`src/crc_unit_pkg.sv`:
```
/*
  Shared constants of the byte stream CRC engine: polynomials, preset values,
  widths, control encodings and reset values.
  Assumes nothing of its surroundings beyond a SystemVerilog compiler.
*/
`default_nettype none

package crc_unit_pkg;

  // Width of one input byte and of one result lane.
  localparam int unsigned BYTE_W        = 8;
  // Number of bit steps applied for every input byte.
  localparam int unsigned BIT_STEPS     = 8;
  // Width of the internal result register.
  localparam int unsigned RESULT_W      = 32;
  // Width of the result byte pointer.
  localparam int unsigned PTR_W         = 2;

  // Generator polynomial for the 16-bit width, processed MSB first.
  localparam logic [15:0] POLY16        = 16'h1021;
  // Normal form of the 32-bit polynomial, kept for reference.
  localparam logic [31:0] POLY32        = 32'h04C1_1DB7;
  // Reflected form of the 32-bit polynomial, used by the engine.
  localparam logic [31:0] POLY32_REFL   = 32'hEDB8_8320;

  // Preset values chosen by the preset value select control.
  localparam logic [31:0] PRESET_ZEROS  = 32'h0000_0000;
  localparam logic [31:0] PRESET_ONES   = 32'hFFFF_FFFF;

  // Encodings of the polynomial width select control.
  localparam logic        SEL_WIDTH_32  = 1'b0;
  localparam logic        SEL_WIDTH_16  = 1'b1;

  // Reset values of the block's state.
  localparam logic [31:0] RESULT_RESET  = 32'h0000_0000;
  localparam logic [1:0]  PTR_RESET     = 2'h0;
  localparam logic [7:0]  RDATA_RESET   = 8'h00;

endpackage

`default_nettype wire

```
`src/byte_stream_crc_engine.sv`:
```
/*
  Byte stream CRC engine. Software writes bytes to the input strobe and the
  internal result updates in the same cycle, in 16-bit MSB-first or 32-bit
  reflected form. The result is reached only through a byte pointer and a
  result data port, which read and write one byte at a time.
  All eight bit steps are unrolled into one combinational path, which trades
  a longer path for zero latency: a byte taken on one edge is folded in before
  the next edge, so back to back byte writes never need a busy flag.
  Assumes all control strobes come from logic on i_mclk and last one cycle.
*/
// Contract
// - Accept bytes, compute 16 or 32 bit CRC.
// - Result reached only via pointer and data port.
// - 16-bit mode is MSB first, poly 0x1021.
// - 16-bit: byte XORs into upper result byte.
// - 16-bit first byte starts from preset value.
// - 16-bit: shift left, XOR poly if MSB set.
// - Exactly eight bit steps per input byte.
// - 32-bit mode uses reflected poly 0x04C11DB7.
// - 32-bit: byte XORs into lowest result byte.
// - 32-bit first byte starts from preset value.
// - 32-bit: test LSB, shift right, XOR 0xEDB88320.
// - 16-bit known answers 0xBD35 and 0x6CF6.
// - 32-bit known answers 0xF9462090 and 0x41B207B3.
// - Select zero means 32-bit, one means 16-bit.
// - Preset trigger loads all zeros or ones.
// - Result updates on each byte, no start.
// - Pointer picks byte, increments per access.
`timescale 1ns/1ns
`default_nettype none

module byte_stream_crc_engine (
  // Clock, reset and clock enable.
  input  wire logic                             i_mclk,
  input  wire logic                             i_rst,
  input  wire logic                             i_ce,
  // Configuration levels.
  input  wire logic                             i_poly_width_select,
  input  wire logic                             i_preset_value_select,
  // Preset strobe.
  input  wire logic                             i_result_preset_trigger,
  // Byte input strobe and data.
  input  wire logic                             i_crc_byte_input_wr,
  input  wire logic [crc_unit_pkg::BYTE_W-1:0]  i_crc_byte_input,
  // Pointer write strobe and value.
  input  wire logic                             i_result_byte_pointer_wr,
  input  wire logic [crc_unit_pkg::PTR_W-1:0]   i_result_byte_pointer,
  // Result data port strobes and write data.
  input  wire logic                             i_result_data_port_rd,
  input  wire logic                             i_result_data_port_wr,
  input  wire logic [crc_unit_pkg::BYTE_W-1:0]  i_result_data_port_wdata,
  // Read back of pointer and data port.
  output logic      [crc_unit_pkg::PTR_W-1:0]   o_result_byte_pointer,
  output logic      [crc_unit_pkg::BYTE_W-1:0]  o_result_data_port_rdata
);
  import crc_unit_pkg::*;

  // Internal result register, never driven onto a port directly.
  logic [RESULT_W-1:0] crc_result;
  // Byte pointer for the result data port.
  logic [PTR_W-1:0]    result_ptr;
  // Registered read data of the result data port.
  logic [BYTE_W-1:0]   rdata;
  // Result after applying the current input byte.
  logic [RESULT_W-1:0] next_crc;
  // Lane index that the pointer selects for the current width.
  logic [PTR_W-1:0]    lane;
  // Byte currently seen through the result data port.
  logic [BYTE_W-1:0]   lane_byte;
  // Result after a data port write into the selected lane.
  logic [RESULT_W-1:0] next_lane_write;

  // One full byte update, all eight bit steps unrolled in one cycle.
  function automatic logic [RESULT_W-1:0] crc_byte_update(
    input logic [RESULT_W-1:0] acc_in,
    input logic [BYTE_W-1:0]   din,
    input logic                width_sel
  );
    logic [RESULT_W-1:0] acc;
    acc = acc_in;
    if (width_sel == SEL_WIDTH_16) begin
      // Byte enters the top of the 16-bit result.
      acc[15:8] = acc[15:8] ^ din;
      for (int i = 0; i < BIT_STEPS; i++) begin
        // MSB first: shift left, fold in the polynomial on a carry out.
        if (acc[15]) begin
          acc[15:0] = {acc[14:0], 1'b0} ^ POLY16;
        end else begin
          acc[15:0] = {acc[14:0], 1'b0};
        end
      end
    end else begin
      // Byte enters the bottom of the 32-bit result.
      acc[7:0] = acc[7:0] ^ din;
      for (int i = 0; i < BIT_STEPS; i++) begin
        // Reflected form: test LSB, shift right, fold in the polynomial.
        if (acc[0]) begin
          acc = {1'b0, acc[RESULT_W-1:1]} ^ POLY32_REFL;
        end else begin
          acc = {1'b0, acc[RESULT_W-1:1]};
        end
      end
    end
    return acc;
  endfunction

  // Byte update of the running result; the preset value is simply the
  // result left by the preset strobe, so the first byte starts from it.
  always_comb begin
    next_crc = crc_byte_update(crc_result, i_crc_byte_input,
                               i_poly_width_select);
  end

  // Lane selection: in 16-bit mode the upper pointer bit is ignored, so
  // pointer values 2 and 3 repeat the low and high bytes.
  always_comb begin
    if (i_poly_width_select == SEL_WIDTH_16) begin
      lane = {1'b0, result_ptr[0]};
    end else begin
      lane = result_ptr;
    end
  end

  // Byte visible through the data port and the result after a lane write.
  always_comb begin
    lane_byte       = crc_result[lane*BYTE_W +: BYTE_W];
    next_lane_write = crc_result;
    next_lane_write[lane*BYTE_W +: BYTE_W] = i_result_data_port_wdata;
  end

  // Result register. The preset strobe wins over a byte in the same cycle,
  // and a byte wins over a data port write.
  always_ff @(posedge i_mclk or posedge i_rst) begin
    if (i_rst) begin
      crc_result <= RESULT_RESET;
    end else if (i_ce) begin
      if (i_result_preset_trigger) begin
        // Whole result loads the chosen preset in either width.
        crc_result <= i_preset_value_select ? PRESET_ONES
                                            : PRESET_ZEROS;
      end else if (i_crc_byte_input_wr) begin
        // Update completes in this cycle, so the next write sees it.
        crc_result <= next_crc;
      end else if (i_result_data_port_wr) begin
        // Software overwrites the selected result byte.
        crc_result <= next_lane_write;
      end
    end
  end

  // Pointer register. A direct pointer write wins over auto increment.
  // A data port access in the same cycle as a pointer write leaves no step.
  always_ff @(posedge i_mclk or posedge i_rst) begin
    if (i_rst) begin
      result_ptr <= PTR_RESET;
    end else if (i_ce) begin
      if (i_result_byte_pointer_wr) begin
        // Software places the pointer.
        result_ptr <= i_result_byte_pointer;
      end else if (i_result_data_port_rd || i_result_data_port_wr) begin
        // Every data port access moves to the next byte, wrapping at 3.
        result_ptr <= result_ptr + 2'd1;
      end
    end
  end

  // Read data register, loaded with the selected byte on each read.
  always_ff @(posedge i_mclk or posedge i_rst) begin
    if (i_rst) begin
      rdata <= RDATA_RESET;
    end else if (i_ce) begin
      if (i_result_data_port_rd) begin
        // Byte as it stood before any update in the same cycle.
        rdata <= lane_byte;
      end
    end
  end

  // Outputs come straight from the registers.
  assign o_result_byte_pointer    = result_ptr;
  assign o_result_data_port_rdata = rdata;
endmodule

`default_nettype wire

```
`config.mk`:
```
export PLATFORM = sky130hd
export DESIGN_NAME = byte_stream_crc_engine
export DESIGN_NICKNAME = d
export VERILOG_FILES = /design/src/crc_unit_pkg.sv /design/src/byte_stream_crc_engine.sv
export SDC_FILE = /design/constraint.sdc
export NUM_CORES = 1
export LEC_CHECK = 0
export ABC_AREA = 1
export BUFFER_PORTS_ARGS = -buffer_cell sky130_fd_sc_hd__buf_2
export CORE_ASPECT_RATIO = 1.5
export CORE_MARGIN = 1.5
export CORE_UTILIZATION = 30
export DETAILED_ROUTE_END_ITERATION = 16
export HOLD_SLACK_MARGIN = 0.12
export PLACE_DENSITY = 0.43
export RECOVER_POWER = 25
export SLEW_MARGIN = 5
export SYNTH_ARGS = -nofsm -noshare
export SYNTH_HDL_FRONTEND = slang
export SYNTH_SLANG_ARGS = --single-unit
```
`constraint.sdc`:
```
create_clock -name i_mclk -period 3 [get_ports i_mclk]
set_input_delay 0.3 -clock i_mclk [delete_from_list [all_inputs] [get_ports i_mclk]]
set_output_delay 0.3 -clock i_mclk [all_outputs]
set_load 0.005 [all_outputs]
```
Word level (Yosys, flattened, before mapping) --
Cells that the tools add are included.
Storage, ports and cells: register bits after elaboration 42, bits of input ports 28, output and inout port bits 10, logic and storage cells 75
Operators by class: $add $sub $neg 2, equality and inequality tests 1, shifts and indexed selects 3, mux-type cells 40, bitwise logic cells 18, reduce and logical (&&, ||, !) cells 7
Operators by type and width (count):
- $mux W32 | 19
- $mux W16 | 9
- $not A13 Y14 | 8
- $mux W13 | 8
- $neg A5 Y34 | 1
- $shift A8 B34 Y32 const A | 1
- $shiftx A8 B34 Y32 | 1
- $bwmux W32 | 1
- $shiftx A32 B6 Y8 | 1
- $not A3 Y3 | 8
- $xor A8 B8 Y8 | 2
- $mux W2 | 3
- $reduce_and A2 Y1 | 3
- $ne A3 B3 Y1 const B | 1
- $reduce_and A3 Y1 | 1
- $reduce_bool A3 Y1 | 1
- $add A2 B1 Y2 const B | 1
- $reduce_bool A2 Y1 | 1
- $logic_or A1 B1 Y1 | 1

Depth between registers and ports, before layout --
depth after elaboration 27, depth in mapped cells 15, mapped depth without buffers 15

Least setup slack after synthesis --
No wires, ideal clock.
path type register to register, start point register result_ptr[0] (netlist: o_result_byte_pointer[0]), end point register crc_result[29], setup time 87 ps, arrival 2256 ps, required time 2913 ps, setup slack 656 ps, cell stages (with the launch flop) 12, buffers on the path 2, period minus slack after synthesis 2344 ps, path through dfrtp_1 clkbuf_1 clkinv_1 clkbuf_1 ha_1 nor2_1 inv_1 nor3_1 inv_1 o31ai_1 nand2_1 a22oi_1
On the way: longest elaborated chain between the ends 7, elaborated cells on any way between the ends 8, classes of those cells add/sub (1); shift (2); mux (5)
Ends and longest elaborated chain:
- from (decl) | line byte_stream_crc_engine.sv:61 | logic [PTR_W-1:0] result_ptr;
- from (signal assigned) | line byte_stream_crc_engine.sv:159 | result_ptr <= i_result_byte_pointer;
- from (signal assigned) | line byte_stream_crc_engine.sv:162 | result_ptr <= result_ptr + 2'd1;
- $mux W2 (*) | line byte_stream_crc_engine.sv:117 | if (i_poly_width_select == SEL_WIDTH_16) begin
- $neg A5 Y34 (*) | line byte_stream_crc_engine.sv:128 | next_lane_write[lane*BYTE_W +: BYTE_W] = i_result_data_port_wdata;
- $shiftx A8 B34 Y32 / $shift A8 B34 Y32 (equally long branches) | line byte_stream_crc_engine.sv:128
- $bwmux W32 (*) | line byte_stream_crc_engine.sv:128
- $mux W32 (*) | line byte_stream_crc_engine.sv:144 | end else if (i_result_data_port_wr) begin
- $mux W32 (*) | line byte_stream_crc_engine.sv:141 | end else if (i_crc_byte_input_wr) begin
- $mux W32 (*) | line byte_stream_crc_engine.sv:137 | if (i_result_preset_trigger) begin
- to (signal assigned) | line byte_stream_crc_engine.sv:139 | crc_result <= i_preset_value_select ? PRESET_ONES
- to (signal assigned) | line byte_stream_crc_engine.sv:143 | crc_result <= next_crc;
- to (signal assigned) | line byte_stream_crc_engine.sv:146 | crc_result <= next_lane_write;
- to (decl) | line byte_stream_crc_engine.sv:59 | logic [RESULT_W-1:0] crc_result;
Mark *: on every way between the ends. The rest lies on a longest branch, timed or not. The select of a mux whose other input is x is not followed. A chain may end at the register's enable or synchronous reset.

Worst setup path in the final report --
start point register result_ptr[1] (netlist: o_result_byte_pointer[1]), end point register crc_result[5]
The elaborated chain is that of the path after synthesis.

==> summary.md <==
| Metric | Value |
|---|---|
| Sequential cell area | 1050 µm² |
| Vias per cell | 5.10 |
| Ranking of synthesized cells by area | dfrtp_1, nand2_1, xor2_1 |
| Failing checks | capacitance limit, slew limit |
| Final period utilization | 82.4% |
| Max Cap Viol | 1 |
| CTS Buf Count | 5 |
| Status | finished, violations left |
| Vias in the first global route | 4060 |
| Endpoints failing hold | 0 |
| Core box area | 13000 µm² |
| Die area | 14000 µm² |
| Share of post-route cells with drive strength above 1 | 16.6% |
| Initial antenna violation count | 0 |
| Initial drt markers | 233 |
| HPWL Detailed | 12500 µm |
| Final min period | 2.47 ns |
| Ant. Diodes | 0 |
| Initial cell density of the core | 30.8% |
| Max-slew violations | 43 |
| Clock sink count | 42 |
| Number of synthesized register bits | 42 |
| Nature of the critical path endpoint | flop |
| First-pass GRT wire length | 24200 µm |
| Syn_nets | 639 |
| Final Skew | 0.00784 ns |
| Top cell type's share of synthesized area | 26.4% |
| Register area share after synthesis | 26.4% |
| Largest area contributor in the netlist | dfrtp_1 |
| Routed via count | 4088 |
| Multi-input gate area | 2610 µm² |
| Max_slew headroom | -18.6% |
| Antenna viol nets, final | 0 |
| Post-synthesis cell count | 606 |
| Most frequent cells in the layout | nand2_1, inv_1, nor2_1 |
| Wirelength, routed | 15800 µm |
| Power Dens Cells | 707 nW/µm² |
| Crit path DAT | 2.69 ns |
| GRT Resource Usage Total | 23.1% |
| Area Growth Syn to Fin | 13.3% |
| Clk pin slew, worst setup/hold paths | 0.07 ns |
| CTS tree | built |
| Remaining global-route overflow | 0 |
| Slew @ Worst Pin | 1.78 ns |
| Clock Path Buffers | 2 |
| P_leak | 2.22 nW |
| RSZ-0062 raised after global routing | false |
| Layout fillers | 1461 |
| Mapped Area | 3990 µm² |
| Hold Crit Class | in -> reg |
| Worst IR Drop VDD | 0.277 mV |
| Final nets | 675 |
| Drt pass-1 iters | 5 |
| Worst-Skew Late Latency | 0.29 ns |
| Worst path required time | 3.22 ns |
| Setup bufs post-CTS | 0 |
| Die Y | 144 µm |
| FP Rows | 51 |
| Highest clock rate | 405 MHz |
| Resized cells post-CTS | 0 |
| # DRC | 0 |
| Routed len/inst | 19.7 µm |
| Crit path max fanout | 10 |
| Hold_buf cts | 0 |
| GPL Wtd Cong | 0.890 |
| Commonest non-fill, non-tap cell in the layout | nand2_1 |
| Critical path class | reg -> reg |
| Syn Area/Cell | 6.58 µm² |
| PortBufs | 37 |
| Clk root buf | clkbuf_16 |
| Setup Total Neg Slack | 0 ns |
| Layout Cells excl Fill | 802 |
| Placed cell count | 794 |
| H-tree depth | 2 |
| Largest net degree at the start of global routing | 43 |
| Synth warn | 0 |
| Startpoint Class | flop |
| Top Ports | 38 |
| Final Setup Violations | 0 |
| DIE WIDTH | 97.1 µm |
| Yosys cell types | 37 |
==> synth_stat cells (all sizes together) <==
cell type,instances
nor2,47
inv,67
o311ai,1
ha,5
nor4,1
nand2,200
buf,7
o31ai,3
nand3,36
a21boi,5
or2,4
a31oi,9
o21ai,53
nor3,2
dfrtp,42
clkinv,2
a21oi,38
o211ai,4
xnor2,14
clkbuf,9
o22ai,3
a22oi,14
xor2,39
mux2i,1
==> stage by stage <==
step                      power, mW  cell area, µm²  worst slack (ns)  util (%)  hold slack, ns
final                          3.19            4520             0.529      34.9           0.253
after global routing           3.44            4520             0.302      34.9           0.294
after CTS                      3.20            4520             0.610      34.9           0.253
after detailed placement       2.62            4360             0.520      33.7           0.533
after global placement         2.62            4360             0.528      33.7           0.520
after floorplan                2.07            3990             0.656         -           0.440
==> path summary, 6_finish.rpt <==
path                                           from                     endpoint  slack [ns]  depth (start not counted)
setup / recovery           o_result_byte_pointer[1]                crc_result[5]        0.53                         11
hold reg to reg                      crc_result[24]               crc_result[24]        0.54                          2
setup reg to reg           o_result_byte_pointer[1]                crc_result[5]        0.53                         11
max in group asynchronous                     i_rst               crc_result[30]        1.40                          2
min in group asynchronous                     i_rst  o_result_data_port_rdata[3]        0.56                          2
hold / removal             i_result_byte_pointer[0]     o_result_byte_pointer[0]        0.25                          3
==> worst max-delay path: stages (launching register included) <==
cell and delay, ns:
dfrtp_1 0.37, inv_1 0.06, nor2_1 0.13, clkinv_1 0.26, ha_1 0.40, inv_1 0.10
nand2_1 0.06, nor2_1 0.52, inv_1 0.13, o21ai_0 0.18, nand2_1 0.07, a21boi_1 0.12
==> logic make-up after synthesis <==
logic type / count (synthesis) / share of synthesized area, %
xor gates and xnor gates: 53 / 13.7
buffers and inverters: 85 / 8.16
DFF: 42 / 26.4
and+or+nand+nor: 290 / 31.3
adders and majority gates: 5 / 1.57
AOI/OAI and AO/OA: 130 / 18.6
muxes: 1 / 0.251
==> registers in the layout (all words and copies together) (netlist names) <==
name,count
o_result_byte_pointer,2
crc_result,32
o_result_data_port_rdata,8
==> area by class of cell <==
| class | count | area share, % |
|---|---|---|
| flip-flops and latches | 42 | 23.3 |
| well taps | 159 | 4.41 |
| inverters | 69 | 5.74 |
| multi-input cells | 479 | 57.8 |
| repair buffers | 45 | 5.43 |
| clock buffers | 6 | 3.08 |
| clock inverters | 2 | 0.277 |
==> layer usage <==
layer	up-vias	track usage (%)	routed length, µm
li1	2030	-	-
met1	1905	25.9	6160
met2	117	42.9	8270
met3	36	3.38	616
met4	0	11.2	747
met5	-	0	0
==> power by group <==
| group | internal, mW | total (mW) | switching [mW] |
|---|---|---|---|
| sequential | 0.700 | 0.844 | 0.144 |
| combinational | 0.614 | 1.77 | 1.16 |
| clock | 0.330 | 0.576 | 0.246 |
Power figures use the tool's default switching activity.
